--- src/core/cps_pkg.sv ---
package cps_pkg;
  // ----------------------------------------------------------------
  // Widths and reset values
  // ----------------------------------------------------------------
  localparam int          CPS_IDX_W        = 4;
  localparam int          CPS_DIV_W        = 8;
  localparam int          CPS_PAR_W        = 32;
  localparam int          CPS_NPAR         = 4;
  localparam logic [3:0]  CPS_FIRST_SET    = 4'h1;
  localparam logic [7:0]  CPS_DIV_RST      = 8'h00;

  // ----------------------------------------------------------------
  // Modes and selections
  // ----------------------------------------------------------------
  typedef enum logic [0:0] {CPS_MODE_OFF, CPS_MODE_ACTIVE} cps_mode_e;

  typedef enum logic [3:0] {
    CPS_SRC_NONE, CPS_SRC_IN1, CPS_SRC_IN2, CPS_SRC_IN3, CPS_SRC_IN4,
    CPS_SRC_CNT1, CPS_SRC_CNT2, CPS_SRC_TMR1, CPS_SRC_TMR2,
    CPS_SRC_FRAME_TRIG, CPS_SRC_FRAME_END, CPS_SRC_EXPO_START,
    CPS_SRC_ACQ_START, CPS_SRC_SOFTWARE
  } cps_src_e;

  typedef enum logic [0:0] {CPS_SYNC_LINE, CPS_SYNC_FRAME} cps_sync_e;

  // ----------------------------------------------------------------
  // Carriers
  // ----------------------------------------------------------------
  typedef struct packed {
    logic ext_input_one;
    logic ext_input_two;
    logic ext_input_three;
    logic ext_input_four;
    logic count_unit_one_done;
    logic count_unit_two_done;
    logic delay_unit_one_done;
    logic delay_unit_two_done;
    logic accepted_frame_trigger;
    logic frame_end;
    logic exposure_start;
    logic acquisition_start;
  } cps_events_s;

  typedef struct packed {
    cps_mode_e             sequencer_mode_select;
    logic [CPS_IDX_W-1:0]  set_count;
    cps_src_e              advance_source_select;
    logic [CPS_DIV_W-1:0]  advance_event_divider;
    cps_src_e              index_clear_source;
    cps_sync_e             apply_sync_point;
  } cps_cfg_s;
endpackage : cps_pkg

--- src/core/cps_param_ram.sv ---
`timescale 1ns/1ps
module cps_param_ram #(
  parameter int DEPTH = 16,
  parameter int AW    = 4,
  parameter int W     = 32
) (
  input  wire logic          sys_clk,
  input  wire logic          wr_en,
  input  wire logic [AW-1:0] wr_addr,
  input  wire logic [W-1:0]  wr_data,
  input  wire logic [AW-1:0] rd_addr,
  output logic      [W-1:0]  rd_data
);
  logic [W-1:0] mem [DEPTH];

  initial begin
    if (DEPTH > (1 << AW)) $error("Depth exceeds address range");
  end

  always_ff @(posedge sys_clk) begin
    if (wr_en) begin
      mem[wr_addr] <= wr_data;
    end
    rd_data <= mem[rd_addr];
  end
endmodule : cps_param_ram

--- src/core/cps_sequencer.sv ---
// What this block does
// - Mode Off disables cycling entirely; mode Active enables automatic set switching.
// - The sequence length is the programmed set count; a set count of 0 gives one set.
// - Index advances on the selected source; four external inputs are selectable.
// - Source None never advances; software-written index selects the active set.
// - Either counter end event may be selected as advance source.
// - Either timer end event may be selected as advance source.
// - Each accepted frame trigger may be selected as advance source.
// - While enabled, switching happens in hardware with no software per switch.
// - A switch updates only parameters flagged to change; others stay untouched.
// - The divider number of events is needed before the index advances once.
// - An event from the selected clear source sets the index back to 1.
// - The software clear command returns index to 1 and event count to 0.
// - In mode Active a new set applies only at the next line or frame start, as configured; in mode Off a written index applies at once.
`timescale 1ns/1ps
module cps_sequencer #(
  parameter int IDX_W = cps_pkg::CPS_IDX_W,
  parameter int DIV_W = cps_pkg::CPS_DIV_W,
  parameter int PAR_W = cps_pkg::CPS_PAR_W,
  parameter int NPAR  = cps_pkg::CPS_NPAR
) (
  input  wire logic                     sys_clk,
  input  wire logic                     rst,
  input  wire cps_pkg::cps_cfg_s        cfg,
  input  wire cps_pkg::cps_events_s     events,
  input  wire logic                     index_clear_command,
  input  wire logic                     manual_set_write,
  input  wire logic [IDX_W-1:0]         manual_set_index,
  input  wire logic [NPAR-1:0]          param_change_mask,
  input  wire logic                     set_table_write,
  input  wire logic [IDX_W-1:0]         set_table_addr,
  input  wire logic [NPAR*PAR_W-1:0]    set_table_data,
  input  wire logic                     line_start,
  input  wire logic                     frame_start,
  output logic      [IDX_W-1:0]         active_set_index,
  output logic      [NPAR*PAR_W-1:0]    active_params,
  output logic      [NPAR-1:0]          param_updated
);
  initial begin
    if (IDX_W != cps_pkg::CPS_IDX_W) $error("IDX_W must match package");
    if (DIV_W != cps_pkg::CPS_DIV_W) $error("DIV_W must match package");
    if (NPAR < 1) $error("NPAR must be at least one");
  end

  // ----------------------------------------------------------------
  // Event selection
  // ----------------------------------------------------------------
  function automatic logic pick(input cps_pkg::cps_src_e s, input cps_pkg::cps_events_s e,
                                input logic sw);
    logic r;
    r = 1'b0;
    case (s)
      cps_pkg::CPS_SRC_IN1:        r = e.ext_input_one;
      cps_pkg::CPS_SRC_IN2:        r = e.ext_input_two;
      cps_pkg::CPS_SRC_IN3:        r = e.ext_input_three;
      cps_pkg::CPS_SRC_IN4:        r = e.ext_input_four;
      cps_pkg::CPS_SRC_CNT1:       r = e.count_unit_one_done;
      cps_pkg::CPS_SRC_CNT2:       r = e.count_unit_two_done;
      cps_pkg::CPS_SRC_TMR1:       r = e.delay_unit_one_done;
      cps_pkg::CPS_SRC_TMR2:       r = e.delay_unit_two_done;
      cps_pkg::CPS_SRC_FRAME_TRIG: r = e.accepted_frame_trigger;
      cps_pkg::CPS_SRC_FRAME_END:  r = e.frame_end;
      cps_pkg::CPS_SRC_EXPO_START: r = e.exposure_start;
      cps_pkg::CPS_SRC_ACQ_START:  r = e.acquisition_start;
      cps_pkg::CPS_SRC_SOFTWARE:   r = sw;
      default:                     r = 1'b0;
    endcase
    return r;
  endfunction : pick

  logic active_mode;
  logic adv_evt;
  logic clr_evt;
  logic sync_evt;

  always_comb begin
    active_mode = (cfg.sequencer_mode_select == cps_pkg::CPS_MODE_ACTIVE);
    adv_evt     = active_mode && pick(cfg.advance_source_select, events, 1'b0);
    clr_evt     = active_mode && pick(cfg.index_clear_source, events,
                                      index_clear_command);
    sync_evt    = (cfg.apply_sync_point == cps_pkg::CPS_SYNC_LINE) ? line_start
                                                                     : frame_start;
  end

  // ----------------------------------------------------------------
  // Position counter
  // ----------------------------------------------------------------
  logic [DIV_W-1:0] evt_cnt_reg,  evt_cnt_next;
  logic [IDX_W-1:0] pend_idx_reg, pend_idx_next;
  logic             pend_reg,     pend_next;
  logic [IDX_W-1:0] act_idx_reg,  act_idx_next;
  logic [IDX_W-1:0] last_set;
  logic             div_hit;

  always_comb begin
    last_set      = (cfg.set_count == '0) ? cps_pkg::CPS_FIRST_SET : cfg.set_count;
    // Divider 0 or 1 both mean every event advances
    div_hit       = (evt_cnt_reg + 1'b1 >= cfg.advance_event_divider);
    evt_cnt_next  = evt_cnt_reg;
    pend_idx_next = pend_idx_reg;
    pend_next     = pend_reg;
    act_idx_next  = act_idx_reg;
    if (!active_mode) begin
      evt_cnt_next = cps_pkg::CPS_DIV_RST;
      pend_next    = 1'b0;
      if (manual_set_write) begin
        act_idx_next  = manual_set_index;
        pend_idx_next = manual_set_index;
      end
    end else if (index_clear_command || clr_evt) begin
      evt_cnt_next  = cps_pkg::CPS_DIV_RST;
      pend_idx_next = cps_pkg::CPS_FIRST_SET;
      pend_next     = 1'b1;
    end else begin
      if (cfg.advance_source_select == cps_pkg::CPS_SRC_NONE) begin
        if (manual_set_write) begin
          pend_idx_next = manual_set_index;
          pend_next     = 1'b1;
        end
      end else if (adv_evt) begin
        if (div_hit) begin
          evt_cnt_next  = cps_pkg::CPS_DIV_RST;
          pend_idx_next = (pend_idx_reg >= last_set) ? cps_pkg::CPS_FIRST_SET
                                                     : IDX_W'(pend_idx_reg + 1'b1);
          pend_next     = 1'b1;
        end else begin
          evt_cnt_next = DIV_W'(evt_cnt_reg + 1'b1);
        end
      end
      if (pend_reg && sync_evt) begin
        act_idx_next = pend_idx_reg;
        if (!(adv_evt && div_hit) && !manual_set_write) begin
          pend_next = 1'b0;
        end
      end
    end
  end

  always_ff @(posedge sys_clk) begin
    if (rst) begin
      evt_cnt_reg  <= cps_pkg::CPS_DIV_RST;
      pend_idx_reg <= cps_pkg::CPS_FIRST_SET;
      pend_reg     <= 1'b0;
      act_idx_reg  <= cps_pkg::CPS_FIRST_SET;
    end else begin
      evt_cnt_reg  <= evt_cnt_next;
      pend_idx_reg <= pend_idx_next;
      pend_reg     <= pend_next;
      act_idx_reg  <= act_idx_next;
    end
  end

  // ----------------------------------------------------------------
  // Parameter sets and selective update
  // ----------------------------------------------------------------
  logic [NPAR*PAR_W-1:0] table_rd;
  logic                  load_reg, load_next;
  logic [NPAR*PAR_W-1:0] params_reg, params_next;
  logic [NPAR-1:0]       upd_reg,    upd_next;
  logic [IDX_W-1:0]      idx_out_reg;

  cps_param_ram #(
    .DEPTH (1 << IDX_W),
    .AW    (IDX_W),
    .W     (NPAR*PAR_W)
  ) u_ram (
    .sys_clk (sys_clk),
    .wr_en   (set_table_write),
    .wr_addr (set_table_addr),
    .wr_data (set_table_data),
    .rd_addr (act_idx_reg),
    .rd_data (table_rd)
  );

  always_comb begin
    // RAM read is registered, so wait until it has seen the new index
    load_next   = (act_idx_reg != idx_out_reg);
    params_next = params_reg;
    upd_next    = '0;
    if (load_reg) begin
      for (int i = 0; i < NPAR; i++) begin
        if (param_change_mask[i]) begin
          params_next[i*PAR_W +: PAR_W] = table_rd[i*PAR_W +: PAR_W];
          upd_next[i]                   = 1'b1;
        end
      end
    end
  end

  always_ff @(posedge sys_clk) begin
    if (rst) begin
      load_reg    <= 1'b1;
      params_reg  <= '0;
      upd_reg     <= '0;
      idx_out_reg <= cps_pkg::CPS_FIRST_SET;
    end else begin
      load_reg    <= load_next;
      params_reg  <= params_next;
      upd_reg     <= upd_next;
      idx_out_reg <= act_idx_reg;
    end
  end

  assign active_set_index = idx_out_reg;
  assign active_params    = params_reg;
  assign param_updated    = upd_reg;

  // ----------------------------------------------------------------
  // Checks
  // ----------------------------------------------------------------
  off_no_auto_a: assert property (@(posedge sys_clk) disable iff (rst)
    (!active_mode && !manual_set_write) |=> $stable(act_idx_reg))
    else $error("Index moved while off");

  clear_cmd_a: assert property (@(posedge sys_clk) disable iff (rst)
    (active_mode && index_clear_command) |=> (evt_cnt_reg == '0 && pend_idx_reg == 4'h1))
    else $error("Clear command did not reset position");

  wrap_last_a: assert property (@(posedge sys_clk) disable iff (rst)
    (active_mode && !clr_evt && !index_clear_command && adv_evt && div_hit
     && pend_idx_reg >= last_set) |=> pend_idx_reg == 4'h1)
    else $error("No wrap after last set");

  range_a: assert property (@(posedge sys_clk) disable iff (rst)
    (active_mode && adv_evt && div_hit && pend_idx_reg < last_set && !clr_evt
     && !index_clear_command) |=> pend_idx_reg == $past(pend_idx_reg) + 4'h1)
    else $error("Index did not step by one");

  divider_a: assert property (@(posedge sys_clk) disable iff (rst)
    (active_mode && adv_evt && !div_hit && !clr_evt && !index_clear_command)
    |=> $stable(pend_idx_reg) && evt_cnt_reg == $past(evt_cnt_reg) + 8'h01)
    else $error("Advanced before divider reached");

  sync_wait_a: assert property (@(posedge sys_clk) disable iff (rst)
    (active_mode && !sync_evt) |=> $stable(act_idx_reg))
    else $error("Set applied without sync point");

  masked_hold_a: assert property (@(posedge sys_clk) disable iff (rst)
    ##1 (!$past(load_reg)) |-> $stable(params_reg))
    else $error("Parameters changed without switch");

  index_out_a: assert property (@(posedge sys_clk) disable iff (rst)
    ##1 active_set_index == $past(act_idx_reg))
    else $error("Readback index wrong");
endmodule : cps_sequencer

--- config.mk ---
export PLATFORM = sky130hd
export DESIGN_NAME = cps_sequencer
export DESIGN_NICKNAME = d
export VERILOG_FILES = /design/src/core/cps_pkg.sv /design/src/core/cps_param_ram.sv /design/src/core/cps_sequencer.sv
export SDC_FILE = /design/constraint.sdc
export NUM_CORES = 2
export LEC_CHECK = 0
export BUFFER_PORTS_ARGS = -buffer_cell sky130_fd_sc_hd__buf_2
export CORE_MARGIN = 3
export CORE_UTILIZATION = 30
export CTS_CLUSTER_DIAMETER = 50
export DETAILED_ROUTE_END_ITERATION = 12
export HOLD_SLACK_MARGIN = 0.08
export RECOVER_POWER = 25
export SLEW_MARGIN = 10
export SYNTH_ARGS = -nofsm -noshare
export SYNTH_HDL_FRONTEND = slang
export SYNTH_SLANG_ARGS = --single-unit
--- constraint.sdc ---
create_clock -name sys_clk -period 29.5 [get_ports sys_clk]
set_input_delay 5.9 -clock sys_clk [delete_from_list [all_inputs] [get_ports sys_clk]]
set_output_delay 5.9 -clock sys_clk [all_outputs]
set_load 0.01 [all_outputs]
==> results.py <==
metrics = {
    "yosys": {
        "synthAdderAreaFrac": 0.00205,
        "synthArstFlopShare": 0,
        "synth.area.mux_share": 0.169,
        "yosysUniqueCellTypes": 56,
        "synthFlopType": "edfxtp_1",
        "avgSynthCellArea_um2": 22.4,
        "synth-xor-area-share": 0.00113,
        "ys_seq_area_frac": 0.785,
        "ys_ff_latch": 2330,
        "syn_inst": 3814,
        "syn-cell-area_um2": 85600,
        "synth_warnings": 0,
        "synth_compound_area_frac": 0.0142,
        "syn_nets": 4009,
        "synth_edf_count": 2048,
        "synthSimpleGateAreaFrac": 0.0183,
        "synth_top_family_by_area": "multiplexers",
    },
    "floorplan": {
        "die_w_um": 540,
        "initial_core_util": 0.302,
        "core_um2": 283000,
        "io-pin-count": 317,
        "row_count": 195,
        "die-area_um2": 292000,
        "dieHeight_um": 540,
    },
    "final_layout": {
        "fill_cells": 26000,
        "fin_area_um2": 100000,
        "area_growth_syn_to_layout_pct": 17.2,
        "mostFrequentLayoutCell": "edfxtp_1",
        "mostFrequentLayoutCells": "edfxtp_1, mux4_2, dfxtp_1, nand2_1, clkbuf_16",
        "nets": 4462,
        "drive_gt1_frac": 0.300,
        "largest_register_ffs": 2048,
        "top_register": "u_ram.mem",
        "instances_no_fill": 8235,
    },
    "sta": {
        "rsz0062_at_grt": "false",
        "maxSlewViolCount": 396,
        "relSlewSlack": -5.71,
        "min_period_ns": 15.88,
        "hold_viol_final": 0,
        "worstMarginPinSlew_ns": 10.07,
        "tns_ns": 0,
        "fmax_ghz": 0.0630,
        "min_period_over_period": 0.538,
        "final-setup-viol-count": 0,
        "clock_skew_ns": 0.0666,
    },
    "critical_path": {
        "rr_startpoint": "act_idx_reg[0]$_SDFFE_PP1P_",
        "arrival_ns": 16.51,
        "crit_path_top_delay_cell": "clkbuf_1",
        "crit_path_end_kind": "flip-flop",
        "cp.required_ns": 30.13,
        "worst-setup-path-type": "flip-flop to flip-flop",
        "cp-start-kind": "flip-flop",
        "rr_endpoint": "u_ram.rd_data[90]$_DFF_P_",
        "r2r_cells": 5,
        "slowest_delay_ns": 7.07,
        "critical_path.top_delay_family": "buffers and inverters",
        "cp_common_cell": "clkbuf_1",
        "critPathBufInv": 3,
        "critPathMaxFanout": 115,
        "crit_path_cell_trace": "clkbuf_1 -> clkbuf_1 -> clkbuf_1 -> mux4_2 -> mux4_2",
        "r2r_slack_ns": 13.62,
    },
    "global_routing": {
        "grt_usage": 0.139,
        "grt_max_degree": 123,
        "grt_pass1_wl_mm": 298,
        "grt_pass1_vias": 41200,
        "grt_overflow": 0,
        "antenna_found_initial": 81,
    },
    "route": {
        "vias": 39600,
        "wl_per_cell_um": 25.0,
        "routed_wl_mm": 205,
        "drc": 0,
        "drtIter0Drc": 3256,
        "drtPass1Iterations": 7,
        "ant_nets": 0,
        "drt-vias-per-instance": 4.81,
    },
    "min_path": {
        "hold_class": "flip-flop to flip-flop",
        "holdPathStages": 2,
        "worstHoldStart": "u_ram.rd_data[90]$_DFF_P_",
        "hold_path_end": "active_params[90]$_SDFFE_PP0P_",
    },
    "power": {
        "leakage_nw": 31.7,
        "ir_drop_mv": 0.0422,
        "finalPower_mw": 7.33,
        "power_density_nw_per_um2": 73.1,
    },
    "placed_design": {
        "dpl.hpwl_mm": 116,
        "placed_area_um2": 91800,
        "dpl.cell_count": 7740,
        "portBuffers": 316,
        "place.gp.congestion": 0.752,
    },
    "clock_network": {
        "cts_tree": "yes",
        "cts_resized": 0,
        "clk_path_buf_depth": 4,
        "cts_buffers": 268,
        "h-tree-depth": 5,
        "cts_setup_buffers": 0,
        "ctsHoldBuffers": 0,
        "worstSkewPairLatency_ns": 0.84,
        "cts_root_buf": "clkbuf_16",
        "cts_sinks": 2330,
        "path_clk_slew_ns": 0.06,
    },
    "status": {
        "violations": "capacitance limit, slew limit",
        "outcome": "finished with violations",
    },
    "run": {
        "drv_cap": 8,
    },
}
[metrics by stage]
stage,utilization,worst slack [ns],hold slack [ns]
2_1_floorplan,-,13.67,0.417
3_3_place_gp,0.324,19.95,0.427
3_5_place_dp,0.324,19.92,0.429
4_1_cts,0.355,20.81,0.400
5_1_grt,0.354,10.81,0.417
6_report,0.354,13.62,0.387
[kinds of logic after synthesis]
kind of cell	after synthesis
AO/OA/AOI/OAI	210
XOR/XNOR	11
adder cells (fa/ha/maj)	14
buffers and inverters	216
flip-flops	2330
multiplexers	660
AND/OR/NAND/NOR	373
[worst max-delay path by stage]
| stage | slack, ns | depth (start not counted) | startpoint | endpoint |
|---|---|---|---|---|
| 6_report | 13.62 | 5 | act_idx_reg[0]$_SDFFE_PP1P_ | u_ram.rd_data[90]$_DFF_P_ |
| 5_1_grt | 10.81 | 5 | act_idx_reg[0]$_SDFFE_PP1P_ | u_ram.rd_data[90]$_DFF_P_ |
| 4_1_cts | 20.81 | 5 | set_table_write | u_ram.mem[15][117]$_DFFE_PP_ |
| 3_5_place_dp | 19.92 | 5 | set_table_addr[3] | u_ram.mem[15][115]$_DFFE_PP_ |
| 3_3_place_gp | 19.95 | 5 | set_table_addr[3] | u_ram.mem[15][116]$_DFFE_PP_ |
| 2_1_floorplan | 13.67 | 2 | set_table_addr[2] | u_ram.mem[0][0]$_DFFE_PP_ |
[where the power goes]
group	switching [mW]	internal, mW	total (mW)
registers	0.0365	3.68	3.72
logic	0.213	0.156	0.370
clock network	1.30	1.94	3.24
[Yosys cell counts, types with 3 or more instances]
cell	instances	share of area
clkbuf_1	111	0.0049
nand2b_1	3	0.00022
mux4_2	629	0.17
xnor2_1	5	0.00051
nand3b_1	10	0.00088
o21ai_0	9	0.00053
edfxtp_1	2048	0.72
inv_1	18	0.00079
xor2_1	6	0.00061
mux2i_1	22	0.0026
nor2b_1	18	0.0013
buf_2	59	0.0035
nor3_1	11	0.00064
buf_1	24	0.0011
ha_1	14	0.0020
nand2_1	274	0.012
nor2_1	36	0.0016
a21oi_1	154	0.0090
nand3_1	5	0.00029
and2_1	5	0.00037
dfxtp_1	282	0.066
mux2_2	9	0.0012
buf_4	3	0.00026
a211oi_1	19	0.0017
[area by class of cell]
cell class	instances	area, um2	share of cell area
Antenna cell	25	62.6	0.000624
Clock buffer	330	7150	0.0712
Clock inverter	140	1500	0.0150
Inverter	18	67.6	0.000673
Multi-Input combinational cell	1268	17600	0.176
Sequential cell	2330	67200	0.669
Tap cell	3743	4680	0.0467
Timing Repair Buffer	381	2050	0.0205
[worst register-to-register path, cell delays in order, from the launching register on]
cell,delay (ns)
dfxtp_1,1.74
clkbuf_1,7.09
clkbuf_1,2.75
clkbuf_1,2.77
mux4_2,0.82
mux4_2,0.53
[layer usage]
layer  GRT usage  up-vias  wire (um)
li1            -    16800          -
met1       0.174    21200      81300
met2       0.240     1187     106000
met3      0.0284      383      12200
met4      0.0437       24       5760
met5           0        -        149
(Power assumes the default switching activity.)
